[src/common/output_router_pkg.sv]
package output_router_pkg;

  localparam int FUNC_W = 4;
  typedef logic [FUNC_W-1:0] func_code_t;

  // Output function codes; thirteen functions occupy 0x0 to 0xC.
  localparam func_code_t FN_HEAT = 4'h0;
  localparam func_code_t FN_COOL = 4'h1;
  localparam func_code_t FN_ALARM1 = 4'h2;
  localparam func_code_t FN_ALARM2 = 4'h3;
  localparam func_code_t FN_ALARM3 = 4'h4;
  localparam func_code_t FN_HEATER_BURNOUT = 4'h5;
  localparam func_code_t FN_LOOP_BREAK = 4'h6;
  localparam func_code_t FN_TIME_SIGNAL1 = 4'h7;
  localparam func_code_t FN_TIME_SIGNAL2 = 4'h8;
  localparam func_code_t FN_PROGRAM_END = 4'h9;
  localparam func_code_t FN_STAGE = 4'hA;
  localparam func_code_t FN_INPUT_ERROR = 4'hB;
  localparam func_code_t FN_ADC_ERROR = 4'hC;
  localparam int NUM_FUNC_CODES = 16;

  // Destination indices.
  localparam int NUM_DEST = 4;
  typedef logic [1:0] dest_idx_t;
  localparam dest_idx_t DEST_CTL1 = 2'h0;
  localparam dest_idx_t DEST_CTL2 = 2'h1;
  localparam dest_idx_t DEST_AUX1 = 2'h2;
  localparam dest_idx_t DEST_AUX2 = 2'h3;
  typedef logic [NUM_DEST-1:0][FUNC_W-1:0] dest_map_t;

  // Factory assignment defaults.
  localparam func_code_t DEFAULT_CTL1 = FN_HEAT;
  localparam func_code_t DEFAULT_CTL2 = FN_ALARM1;
  localparam func_code_t DEFAULT_AUX1 = FN_ALARM2;
  localparam func_code_t DEFAULT_AUX2 = FN_ALARM3;

  localparam logic DIR_REVERSE = 1'b0;
  localparam logic DIR_DIRECT = 1'b1;
  localparam logic DEFAULT_DIRECTION = DIR_REVERSE;

  // Control periods in whole seconds.
  localparam int PERIOD_W = 7;
  typedef logic [PERIOD_W-1:0] period_t;
  localparam period_t PERIOD_HEAT_DEFAULT_S = 7'h14;
  localparam period_t PERIOD_COOL_DEFAULT_S = 7'h14;
  localparam period_t PERIOD_MIN_S = 7'h01;
  localparam period_t PERIOD_MAX_S = 7'h63;

  // Manipulated variable in percent.
  localparam int MV_W = 7;
  typedef logic [MV_W-1:0] mv_t;
  localparam mv_t MV_FULL_PCT = 7'h64;

  // Period slot timing: one slot is one hundredth of a second.
  localparam int unsigned CLK_FREQ_KHZ = 250000;
  localparam int unsigned SLOT_TIME_MS = 10;
  localparam int unsigned SLOTS_PER_SECOND = 1000 / SLOT_TIME_MS;
  localparam int unsigned SLOT_CYCLES_DEFAULT = SLOT_TIME_MS * CLK_FREQ_KHZ;

  localparam int DEV_W = 16;

  typedef enum logic [2:0] {
    CFG_CTL1 = 3'h0,
    CFG_CTL2 = 3'h1,
    CFG_AUX1 = 3'h2,
    CFG_AUX2 = 3'h3,
    CFG_DIRECTION = 3'h4,
    CFG_PERIOD_HEAT = 3'h5,
    CFG_PERIOD_COOL = 3'h6,
    CFG_NONE = 3'h7
  } cfg_target_t;

  typedef struct packed {
    logic valid;
    cfg_target_t target;
    logic [7:0] value;
  } cfg_write_t;

  typedef struct packed {
    logic adcError;
    logic inputError;
    logic stageOut;
    logic programEnd;
    logic timeSignal2;
    logic timeSignal1;
    logic loopBreakAlarm;
    logic heaterBurnoutAlarm;
    logic alarm3;
    logic alarm2;
    logic alarm1;
  } func_inputs_t;

  typedef struct packed {
    logic aux2;
    logic aux1;
    logic ctl2;
    logic ctl1;
  } dest_outputs_t;

endpackage

[src/verilog/time_proportional_pulse.sv]
`timescale 1ns/10ps
module time_proportional_pulse
  import output_router_pkg::*;
#(
  parameter int CNT_W = 14
) (
  input wire logic core_clk,
  input wire logic rst_b,
  input wire logic slotTick,
  input wire logic enable,
  input wire period_t periodSec,
  input wire mv_t mvPct,
  output logic pulseOut
);

  typedef struct packed {
    logic [CNT_W-1:0] cnt;
    logic pulse;
  } pulse_state_t;

  pulse_state_t s_q;
  pulse_state_t s_d;

  if (CNT_W < $clog2(int'(PERIOD_MAX_S) * SLOTS_PER_SECOND + 1)) begin : g_bad_width
    $error("time_proportional_pulse: CNT_W too small for the longest period");
  end

  logic [CNT_W-1:0] periodSlots;
  logic [CNT_W-1:0] onSlots;
  logic [CNT_W-1:0] nextCnt;
  mv_t mvClip;

  always_comb begin
    mvClip = (mvPct > MV_FULL_PCT) ? MV_FULL_PCT : mvPct;
    periodSlots = CNT_W'(int'(periodSec) * SLOTS_PER_SECOND);
    onSlots = CNT_W'(int'(mvClip) * int'(periodSec));
    nextCnt = (s_q.cnt >= periodSlots - CNT_W'(1)) ? '0 : s_q.cnt + CNT_W'(1);
    s_d = s_q;
    if (!enable) begin
      s_d = '0;
    end else if (slotTick) begin
      s_d.cnt = nextCnt;
      s_d.pulse = (nextCnt < onSlots);
    end
  end

  always_ff @(posedge core_clk or negedge rst_b) begin
    if (!rst_b) begin
      s_q <= '0;
    end else begin
      s_q <= s_d;
    end
  end

  assign pulseOut = s_q.pulse;

endmodule

[src/verilog/output_assignment_router.sv]
`timescale 1ns/10ps
module output_assignment_router
  import output_router_pkg::*;
#(
  parameter int unsigned SLOT_CYCLES = SLOT_CYCLES_DEFAULT
) (
  input wire logic core_clk,
  input wire logic rst_b,
  input wire logic isPositionType,
  input wire logic factoryInit,
  input wire cfg_write_t cfgWrite,
  input wire func_inputs_t funcIn,
  input wire mv_t heatMv,
  input wire mv_t coolMv,
  input wire logic signed [DEV_W-1:0] processValue,
  input wire logic signed [DEV_W-1:0] setPoint,
  output dest_outputs_t routedOut,
  output dest_map_t assignMap,
  output logic directAction,
  output logic heatCoolMode,
  output period_t periodHeatSec,
  output period_t periodCoolSec,
  output logic coolPeriodLocked,
  output logic cfgRejected,
  output logic signed [DEV_W:0] controlDeviation
);

  localparam int DIV_W = (SLOT_CYCLES > 1) ? $clog2(SLOT_CYCLES) : 1;

  if (SLOT_CYCLES < 1) begin : g_bad_slot
    $error("output_assignment_router: SLOT_CYCLES must be at least one");
  end

  typedef struct packed {
    logic [DIV_W-1:0] div;
    logic slotTick;
    dest_map_t map;
    logic direction;
    period_t periodHeat;
    period_t periodCool;
    dest_outputs_t outs;
    logic rejected;
    logic signed [DEV_W:0] deviation;
  } router_state_t;

  router_state_t s_q;
  router_state_t s_d;

  logic heatPulse;
  logic coolPulse;

  function automatic logic routeLegal(input func_code_t f, input dest_idx_t d,
                                      input logic pos);
    logic toCtl;
    logic ok;
    toCtl = (d == DEST_CTL1) || (d == DEST_CTL2);
    ok = 1'b0;
    if (f >= FN_ADC_ERROR) begin
      ok = 1'b0;
    end else if (pos) begin
      ok = !toCtl && (f != FN_HEAT) && (f != FN_COOL) &&
           (f != FN_HEATER_BURNOUT) && (f != FN_LOOP_BREAK);
    end else if ((f == FN_HEAT) || (f == FN_COOL)) begin
      ok = toCtl;
    end else if (f == FN_INPUT_ERROR) begin
      ok = !toCtl;
    end else begin
      ok = 1'b1;
    end
    return ok;
  endfunction

  function automatic logic funcAssigned(input dest_map_t m, input func_code_t f);
    logic hit;
    hit = 1'b0;
    for (int i = 0; i < NUM_DEST; i++) begin
      hit = hit | (m[i] == f);
    end
    return hit;
  endfunction

  logic coolAssigned;
  logic heatAssigned;
  logic [NUM_FUNC_CODES-1:0] srcVec;
  logic validPeriod;
  func_code_t wrCode;
  dest_idx_t wrDest;

  always_comb begin
    coolAssigned = !isPositionType && funcAssigned(s_q.map, FN_COOL);
    heatAssigned = !isPositionType && funcAssigned(s_q.map, FN_HEAT);
    srcVec = '0;
    srcVec[FN_HEAT] = heatPulse;
    srcVec[FN_COOL] = coolPulse;
    srcVec[FN_ALARM1] = funcIn.alarm1;
    srcVec[FN_ALARM2] = funcIn.alarm2;
    srcVec[FN_ALARM3] = funcIn.alarm3;
    srcVec[FN_HEATER_BURNOUT] = funcIn.heaterBurnoutAlarm;
    srcVec[FN_LOOP_BREAK] = funcIn.loopBreakAlarm;
    srcVec[FN_TIME_SIGNAL1] = funcIn.timeSignal1;
    srcVec[FN_TIME_SIGNAL2] = funcIn.timeSignal2;
    srcVec[FN_PROGRAM_END] = funcIn.programEnd;
    srcVec[FN_STAGE] = funcIn.stageOut;
    srcVec[FN_INPUT_ERROR] = funcIn.inputError;
    srcVec[FN_ADC_ERROR] = funcIn.adcError;
    wrCode = cfgWrite.value[FUNC_W-1:0];
    wrDest = cfgWrite.target[1:0];
    validPeriod = (cfgWrite.value[7] == 1'b0) &&
                  (cfgWrite.value[PERIOD_W-1:0] >= PERIOD_MIN_S) &&
                  (cfgWrite.value[PERIOD_W-1:0] <= PERIOD_MAX_S);

    s_d = s_q;
    s_d.rejected = 1'b0;

    if (s_q.div >= DIV_W'(SLOT_CYCLES - 1)) begin
      s_d.div = '0;
      s_d.slotTick = 1'b1;
    end else begin
      s_d.div = s_q.div + DIV_W'(1);
      s_d.slotTick = 1'b0;
    end

    if (factoryInit) begin
      s_d.map[DEST_CTL1] = DEFAULT_CTL1;
      s_d.map[DEST_CTL2] = DEFAULT_CTL2;
      s_d.map[DEST_AUX1] = DEFAULT_AUX1;
      s_d.map[DEST_AUX2] = DEFAULT_AUX2;
      s_d.direction = DEFAULT_DIRECTION;
      s_d.periodHeat = PERIOD_HEAT_DEFAULT_S;
      s_d.periodCool = PERIOD_COOL_DEFAULT_S;
    end else if (cfgWrite.valid) begin
      case (cfgWrite.target)
        CFG_CTL1, CFG_CTL2, CFG_AUX1, CFG_AUX2: begin
          if ((cfgWrite.value[7:FUNC_W] == '0) &&
              routeLegal(wrCode, wrDest, isPositionType)) begin
            s_d.map[wrDest] = wrCode;
          end else begin
            s_d.rejected = 1'b1;
          end
        end
        CFG_DIRECTION: begin
          if (isPositionType || (cfgWrite.value[7:1] != '0)) begin
            s_d.rejected = 1'b1;
          end else begin
            s_d.direction = cfgWrite.value[0];
          end
        end
        CFG_PERIOD_HEAT: begin
          if (isPositionType || !validPeriod) begin
            s_d.rejected = 1'b1;
          end else begin
            s_d.periodHeat = cfgWrite.value[PERIOD_W-1:0];
          end
        end
        CFG_PERIOD_COOL: begin
          if (!coolAssigned || !validPeriod) begin
            s_d.rejected = 1'b1;
          end else begin
            s_d.periodCool = cfgWrite.value[PERIOD_W-1:0];
          end
        end
        default: begin
          s_d.rejected = 1'b1;
        end
      endcase
    end

    s_d.outs.ctl1 = !isPositionType && srcVec[s_q.map[DEST_CTL1]];
    s_d.outs.ctl2 = !isPositionType && srcVec[s_q.map[DEST_CTL2]];
    s_d.outs.aux1 = srcVec[s_q.map[DEST_AUX1]];
    s_d.outs.aux2 = srcVec[s_q.map[DEST_AUX2]];

    if (s_q.direction == DIR_DIRECT) begin
      s_d.deviation = (DEV_W+1)'(processValue) - (DEV_W+1)'(setPoint);
    end else begin
      s_d.deviation = (DEV_W+1)'(setPoint) - (DEV_W+1)'(processValue);
    end
  end

  always_ff @(posedge core_clk or negedge rst_b) begin
    if (!rst_b) begin
      s_q.div <= '0;
      s_q.slotTick <= 1'b0;
      s_q.map[DEST_CTL1] <= DEFAULT_CTL1;
      s_q.map[DEST_CTL2] <= DEFAULT_CTL2;
      s_q.map[DEST_AUX1] <= DEFAULT_AUX1;
      s_q.map[DEST_AUX2] <= DEFAULT_AUX2;
      s_q.direction <= DEFAULT_DIRECTION;
      s_q.periodHeat <= PERIOD_HEAT_DEFAULT_S;
      s_q.periodCool <= PERIOD_COOL_DEFAULT_S;
      s_q.outs <= '0;
      s_q.rejected <= 1'b0;
      s_q.deviation <= '0;
    end else begin
      s_q <= s_d;
    end
  end

  time_proportional_pulse u_heat_pulse (
    .core_clk(core_clk),
    .rst_b(rst_b),
    .slotTick(s_q.slotTick),
    .enable(heatAssigned),
    .periodSec(s_q.periodHeat),
    .mvPct(heatMv),
    .pulseOut(heatPulse)
  );

  time_proportional_pulse u_cool_pulse (
    .core_clk(core_clk),
    .rst_b(rst_b),
    .slotTick(s_q.slotTick),
    .enable(coolAssigned),
    .periodSec(s_q.periodCool),
    .mvPct(coolMv),
    .pulseOut(coolPulse)
  );

  assign routedOut = s_q.outs;
  assign assignMap = s_q.map;
  assign directAction = s_q.direction;
  assign heatCoolMode = coolAssigned;
  assign periodHeatSec = s_q.periodHeat;
  assign periodCoolSec = s_q.periodCool;
  assign coolPeriodLocked = !coolAssigned;
  assign cfgRejected = s_q.rejected;
  assign controlDeviation = s_q.deviation;

endmodule

[config.mk]
export PLATFORM = sky130hd
export DESIGN_NAME = output_assignment_router
export DESIGN_NICKNAME = d
export VERILOG_FILES = /design/src/common/output_router_pkg.sv /design/src/verilog/time_proportional_pulse.sv /design/src/verilog/output_assignment_router.sv
export SDC_FILE = /design/constraint.sdc
export NUM_CORES = 1
export LEC_CHECK = 0
export ABC_AREA = 1
export BUFFER_PORTS_ARGS = -buffer_cell sky130_fd_sc_hd__buf_2
export CORE_MARGIN = 2
export CORE_UTILIZATION = 55
export CTS_CLUSTER_SIZE = 24
export DETAILED_ROUTE_END_ITERATION = 8
export GPL_ROUTABILITY_DRIVEN = 0
export PLACE_DENSITY_LB_ADDON = 0.25
export SYNTH_ARGS = -nofsm -noshare
export SYNTH_HDL_FRONTEND = slang
export SYNTH_SLANG_ARGS = --single-unit
[constraint.sdc]
create_clock -name core_clk -period 6.2 [get_ports core_clk]
set_input_delay 0.31 -clock core_clk [delete_from_list [all_inputs] [get_ports core_clk]]
set_output_delay 0.31 -clock core_clk [all_outputs]
set_load 0.01 [all_outputs]
==> flow_summary.json, run 1 <==
{
  "status": "finished, final reports clean",
  "drc_errors": 0,
  "slowest_stage": "dfstp_2",
  "path_max_fanout": 11,
  "dpl_cell_area_um2": 14100,
  "cp_common_cell": "nand2_1",
  "grt_max_degree": 68,
  "synth_seq_cells": 106,
  "synth_nets": 2194,
  "fin_nets": 2263,
  "synth_cells": 1861,
  "cp_data_arrival_time_ns": 5.99,
  "yosys.area.top_type": "ha_1",
  "critPathMaxStageDelay_ns": 0.67,
  "worstSetupPathType": "register to register",
  "setup_tns_ns": 0,
  "drv_cap": 0,
  "ant_nets": 0,
  "syn_area_per_cell_um2": 7.28,
  "clk_pin_slew_ns": 0.08,
  "timing_hold_violations_final": 0,
  "post-synth-top-area-fraction_pct": 19.0,
  "die_area_um2": 25900,
  "crit_required_ns": 6.51,
  "rsz0062_at_grt": "no",
  "cts_buffers": 9,
  "whs_ns": 0.195,
  "drt-initial-drc-count": 830,
  "drtPass1Iterations": 7,
  "fin_crit_sh_pct": 91.8,
  "skew_ns": 0.0113,
  "design_area_um2": 14400,
  "setup_violations": 0,
  "overflow": 0,
  "insertion_delay_ns": 0.36,
  "drt-total-wl_mm": 32.7,
  "dp_slack_ns": 0.470,
  "finalPower_mw": 2.48,
  "rows": 57,
  "fp.coreArea_um2": 24200,
  "clock_path_buffers": 2,
  "yosys_warnings": 0,
  "die_w_um": 161,
  "placement.io_buffers": 127,
  "via_per_inst": 5.31,
  "root_buffer": "clkbuf_16",
  "period_needed_ns": 5.69,
  "clock_sinks": 106,
  "met1Wirelength_mm": 14.8,
  "cp-end-kind": "register",
  "dp_hpwl_mm": 26.8,
  "synth_seq_area_share_pct": 19.7,
  "wl_met3_mm": 2.09,
  "syn_area_um2": 13500,
  "synth_cell_types": 51,
  "ir_drop_mv": 0.138,
  "wl_per_cell_um": 14.5,
  "fin_ws_ns": 0.511,
  "vias": 12006,
  "htreeDepth": 3,
  "power.density_nw_per_um2": 172,
  "final_common_cell": "nand2_1",
  "fmax_mhz": 176,
  "area_delta_synth_final_pct": 6.30,
  "grt.total_usage_pct": 25.9,
  "slew_headroom_pct": 40.6,
  "grt_pass1_wl_mm": 55.4,
  "hp-class": "input pin to register",
  "drive_gt1_share_pct": 10.6,
  "wl_met2_mm": 15.2,
  "cts_tree": "built",
  "power_leakage_nw": 8.17,
  "n_antenna_cell": 0,
  "top_layer": "met4",
  "first_global_vias": 11623,
  "antenna_found_initial": 0,
  "max_slew.worst_pin.slew_ns": 0.891,
  "io_pins": 128,
  "cp-start-kind": "register",
  "final_cell_mix": "nand2_1, inv_1, ha_1",
  "finalMaxSlewViolations": 0,
  "synthTopCellsByArea": "ha_1, dfrtp_1, nand2_1",
  "cts_setup_buffers": 0,
  "initial_core_util_pct": 55.9,
  "die_h_um": 161
}
## worst max-delay path, delay by kind of cell (launching register included)
family	cells	cell delay (ns)
xor gates and xnor gates	1	0.28
buffers and inverters	6	0.69
AOI/OAI and AO/OA	4	0.67
adders and majority gates	6	1.94
DFF	1	0.67
and+or+nand+nor	14	1.39
## sequential cells by signal, summed over array words and instances (netlist names)
| name | cells |
|---|---|
| s_q | 23 |
| controlDeviation | 17 |
| assignMap | 16 |
| u_cool_pulse.s_q | 14 |
| u_heat_pulse.s_q | 14 |
| periodCoolSec | 7 |
| periodHeatSec | 7 |
| routedOut | 4 |
| cfgRejected | 1 |
| directAction | 1 |
| u_cool_pulse.pulseOut | 1 |
| u_heat_pulse.pulseOut | 1 |
## metrics by stage
step	utilization (%)	cells
2_1_floorplan	-	1861
3_3_place_gp	58.2	2242
3_5_place_dp	58.2	2242
4_1_cts	59.4	2259
5_1_grt	59.4	2259
6_report	59.4	2259
## path summary, 6_finish.rpt
check	from	endpoint	slack [ns]	cells past startpoint
max in group asynchronous	rst_b	u_cool_pulse.s_q[3]	4.48	3
max	periodHeatSec[2]	u_heat_pulse.pulseOut	0.51	31
max reg2reg	periodHeatSec[2]	u_heat_pulse.pulseOut	0.51	31
min in group asynchronous	rst_b	routedOut[0]	0.46	2
min reg2reg	s_q[54]	s_q[54]	0.48	1
min	isPositionType	routedOut[0]	0.19	2
## cell type report
cell class,count,area [um2]
multi-input combinational,1330,9050
inverter,350,1310
clock inverter,7,52.6
sequential,106,2660
tap,324,405
timing repair buffer,133,686
clock buffer,9,225
fill,2272,9850
## cells in the mapped netlist, drive strengths merged
| cell | number |
|---|---|
| dfrtp | 98 |
| inv | 348 |
| mux2i | 2 |
| fa | 54 |
| o211ai | 5 |
| o311ai | 1 |
| or2 | 6 |
| a31oi | 6 |
| ha | 206 |
| xor2 | 71 |
| dfstp | 8 |
| a21oi | 89 |
| nor3b | 1 |
| o22ai | 21 |
| nand3 | 78 |
| buf | 67 |
| o2111ai | 3 |
| nand4 | 21 |
| o21a | 1 |
| xnor2 | 26 |
| nor4 | 6 |
| clkbuf | 8 |
| nand2 | 400 |
| o21bai | 8 |
| a211oi | 6 |
| nor2 | 165 |
| o31ai | 3 |
| nor3 | 26 |
| o21ai | 103 |
| o221ai | 11 |
| a22o | 3 |
| nand3b | 3 |
| a21o | 2 |
| and2 | 3 |
| clkinv | 2 |
## cells by family (layout without fill, tap and decap cells)
logic type               after synthesis  in the layout  synth area share, %
multiplexers                           2              2                0.148
adder cells (fa/ha/maj)              260            260                 27.0
AND/OR/NAND/NOR                      709            709                 22.3
flip-flops                           106            106                 19.7
buffers and inverters                425            499                 13.5
XOR/XNOR                              97             97                 6.27
AO/OA/AOI/OAI                        262            262                 11.0
## layer usage
layer,global-route usage (%),up-vias
met5,0,-
met4,7.14,0
met3,3.64,45
met2,42.9,371
met1,35.5,5559
li1,-,6031
## report_power, final
part	internal (mW)	switching (mW)
combinational	0.450	0.706
sequential	0.729	0.0319
clock	0.276	0.285
## what timing repair did
action	4_1_cts	5_1_grt
hold endpoints to repair	36	0
gates resized for setup	0	1
endpoints found under the setup margin	0	1
hold buffers	1	0
Power figures use the tool's default switching activity.
==> run 2: changes to the inputs <==
Settings changed: CORE_MARGIN 2 to unset, CORE_UTILIZATION 55 to 35.
==> run 2 against run 1 <==
- core utilization is 21 points lower
- final cell count is 8.5% higher
- sequential cell count stayed put
- critical path type unchanged
- largest cell class unchanged
- highest routed layer is now met5
==> flow_summary.json, run 2 (synthesis results as in run 1) <==
{
  "clock_sinks": 106,
  "fmax_mhz": 177,
  "area_delta_synth_final_pct": 8.33,
  "netSwitchingPower_mw": 1.06,
  "drv_cap": 0,
  "overflow": 0,
  "grt_pass1_wl_mm": 58.5,
  "final_cell_mix": "nand2_1, inv_1, ha_1",
  "fin_ws_ns": 0.542,
  "fin_crit_sh_pct": 91.3,
  "dpl_cell_area_um2": 14400,
  "wl_met3_mm": 2.14,
  "rsz0062_at_grt": "no",
  "fin_nets": 2264,
  "grt_max_degree": 78,
  "cp_common_cell": "nand2_1",
  "htreeDepth": 3,
  "sequentialPowerShare_pct": 29.9,
  "whs_ns": 0.205,
  "hp-class": "input pin to register",
  "p_int_mw": 1.50,
  "finalPower_mw": 2.56,
  "placed_cells_incl_taps": 2430,
  "critPathMaxStageDelay_ns": 0.67,
  "slew_headroom_pct": 29.0,
  "drtPass1Iterations": 5,
  "die_area_um2": 39500,
  "largest_reg_flops": 23,
  "ant_nets": 0,
  "met1Wirelength_mm": 16.9,
  "drc_errors": 0,
  "path_max_fanout": 11,
  "multiInputGateArea_um2": 9050,
  "cts_buffers": 9,
  "grt.total_usage_pct": 18.6,
  "final_cells": 2452,
  "setup_tns_ns": 0,
  "die_h_um": 199,
  "slowest_stage": "dfstp_2",
  "power.density_nw_per_um2": 175,
  "drt-initial-drc-count": 669,
  "timing_hold_violations_final": 0,
  "wl_per_cell_um": 14.6,
  "vias": 11860,
  "period_needed_ns": 5.66,
  "fp.coreArea_um2": 37800,
  "ir_drop_mv": 0.145,
  "swShare_pct": 41.4,
  "cts_tree": "built",
  "first_global_vias": 11660,
  "dp_hpwl_mm": 29.4,
  "max_slew.worst_pin.slew_ns": 1.06,
  "dp_slack_ns": 0.517,
  "postLayoutCoreUtil_pct": 38.8,
  "via_per_inst": 4.84,
  "initial_core_util_pct": 35.8,
  "regArea_um2": 2660,
  "crit_buf_inv": 6,
  "drt-total-wl_mm": 35.7,
  "crit_required_ns": 6.51,
  "setup_violations": 0,
  "drive_gt1_share_pct": 10.6,
  "cp_data_arrival_time_ns": 5.96,
  "finalMaxSlewViolations": 0,
  "skew_ns": 0.0146,
  "rows": 71,
  "antenna_found_initial": 9,
  "cp-start-kind": "register",
  "root_buffer": "clkbuf_16",
  "insertion_delay_ns": 0.36,
  "p_clk_share_pct": 23.9,
  "fillers": 4077,
  "cp-end-kind": "register",
  "status": "finished, final reports clean",
  "design_area_um2": 14700,
  "path_delay_family": "adder cells",
  "combPwrFrac_pct": 46.3,
  "top_layer": "met5",
  "placement.io_buffers": 127,
  "clock_path_buffers": 2,
  "die_w_um": 199,
  "worstSetupPathType": "register to register",
  "final_common_cell": "nand2_1",
  "wl_met2_mm": 16.0,
  "clk_pin_slew_ns": 0.08,
  "power_leakage_nw": 8.19,
  "io_pins": 128,
  "top_register": "s_q"
}
## run 2: cell types whose count changed in the layout (fill, tap and decap cells not counted)
cell	previous run	this run
inv_8	0	1
bufinv_16	0	1
clkinv_2	2	1
clkinv_4	2	1
nand2_1	387	388
clkbuf_1	0	1
diode_2	0	5
buf_4	6	7
nand2_2	11	10
clkinvlp_4	1	0
## run 2: tightest hold or removal path, cell delays in order
cell	delay, ns
buf_2	0.09
ha_1	0.11
inv_1	0.03
## run 2: layout make-up
cell class / instances / area share [%]
diodes: 5 / 0.0853
clock buffers: 10 / 1.56
clock inverters: 6 / 0.495
inverters: 350 / 8.95
multi-input cells: 1330 / 61.7
flip-flops and latches: 106 / 18.1
well taps: 511 / 4.36
repair buffers: 134 / 4.72
## run 2: per-layer routing
metal  global-route usage [%]  up-vias
li1                         -     6047
met1                     24.9     5503
met2                     30.2      252
met3                     4.14       52
met4                     4.67        6
met5                        0        -
## run 2: repair_timing
item                      4_1_cts  5_1_grt
hold buffers                    1        0
setup buffers                   0        0
resized for setup               0        0
hold endpoints to repair       29        0
## run 2: path summary, 6_finish.rpt
kind | from | endpoint | slack, ns | depth (start not counted)
max in group asynchronous | rst_b | u_heat_pulse.s_q[11] | 4.40 | 3
min in group asynchronous | rst_b | s_q[59] | 0.42 | 2
worst min-delay path | setPoint[0] | controlDeviation[0] | 0.21 | 3
worst max register to register | periodHeatSec[2] | u_heat_pulse.pulseOut | 0.54 | 31
worst min register to register | s_q[54] | s_q[54] | 0.46 | 1
worst max-delay path | periodHeatSec[2] | u_heat_pulse.pulseOut | 0.54 | 31
## run 2: power groups by stage
stage	logic [mW]	registers, mW	clock network, mW
after floorplan	0.909	0.761	0
final	1.19	0.765	0.612
after global routing	1.36	0.770	0.655
after detailed placement	1.18	0.778	0
after global placement	1.16	0.778	0
after CTS	1.19	0.766	0.633
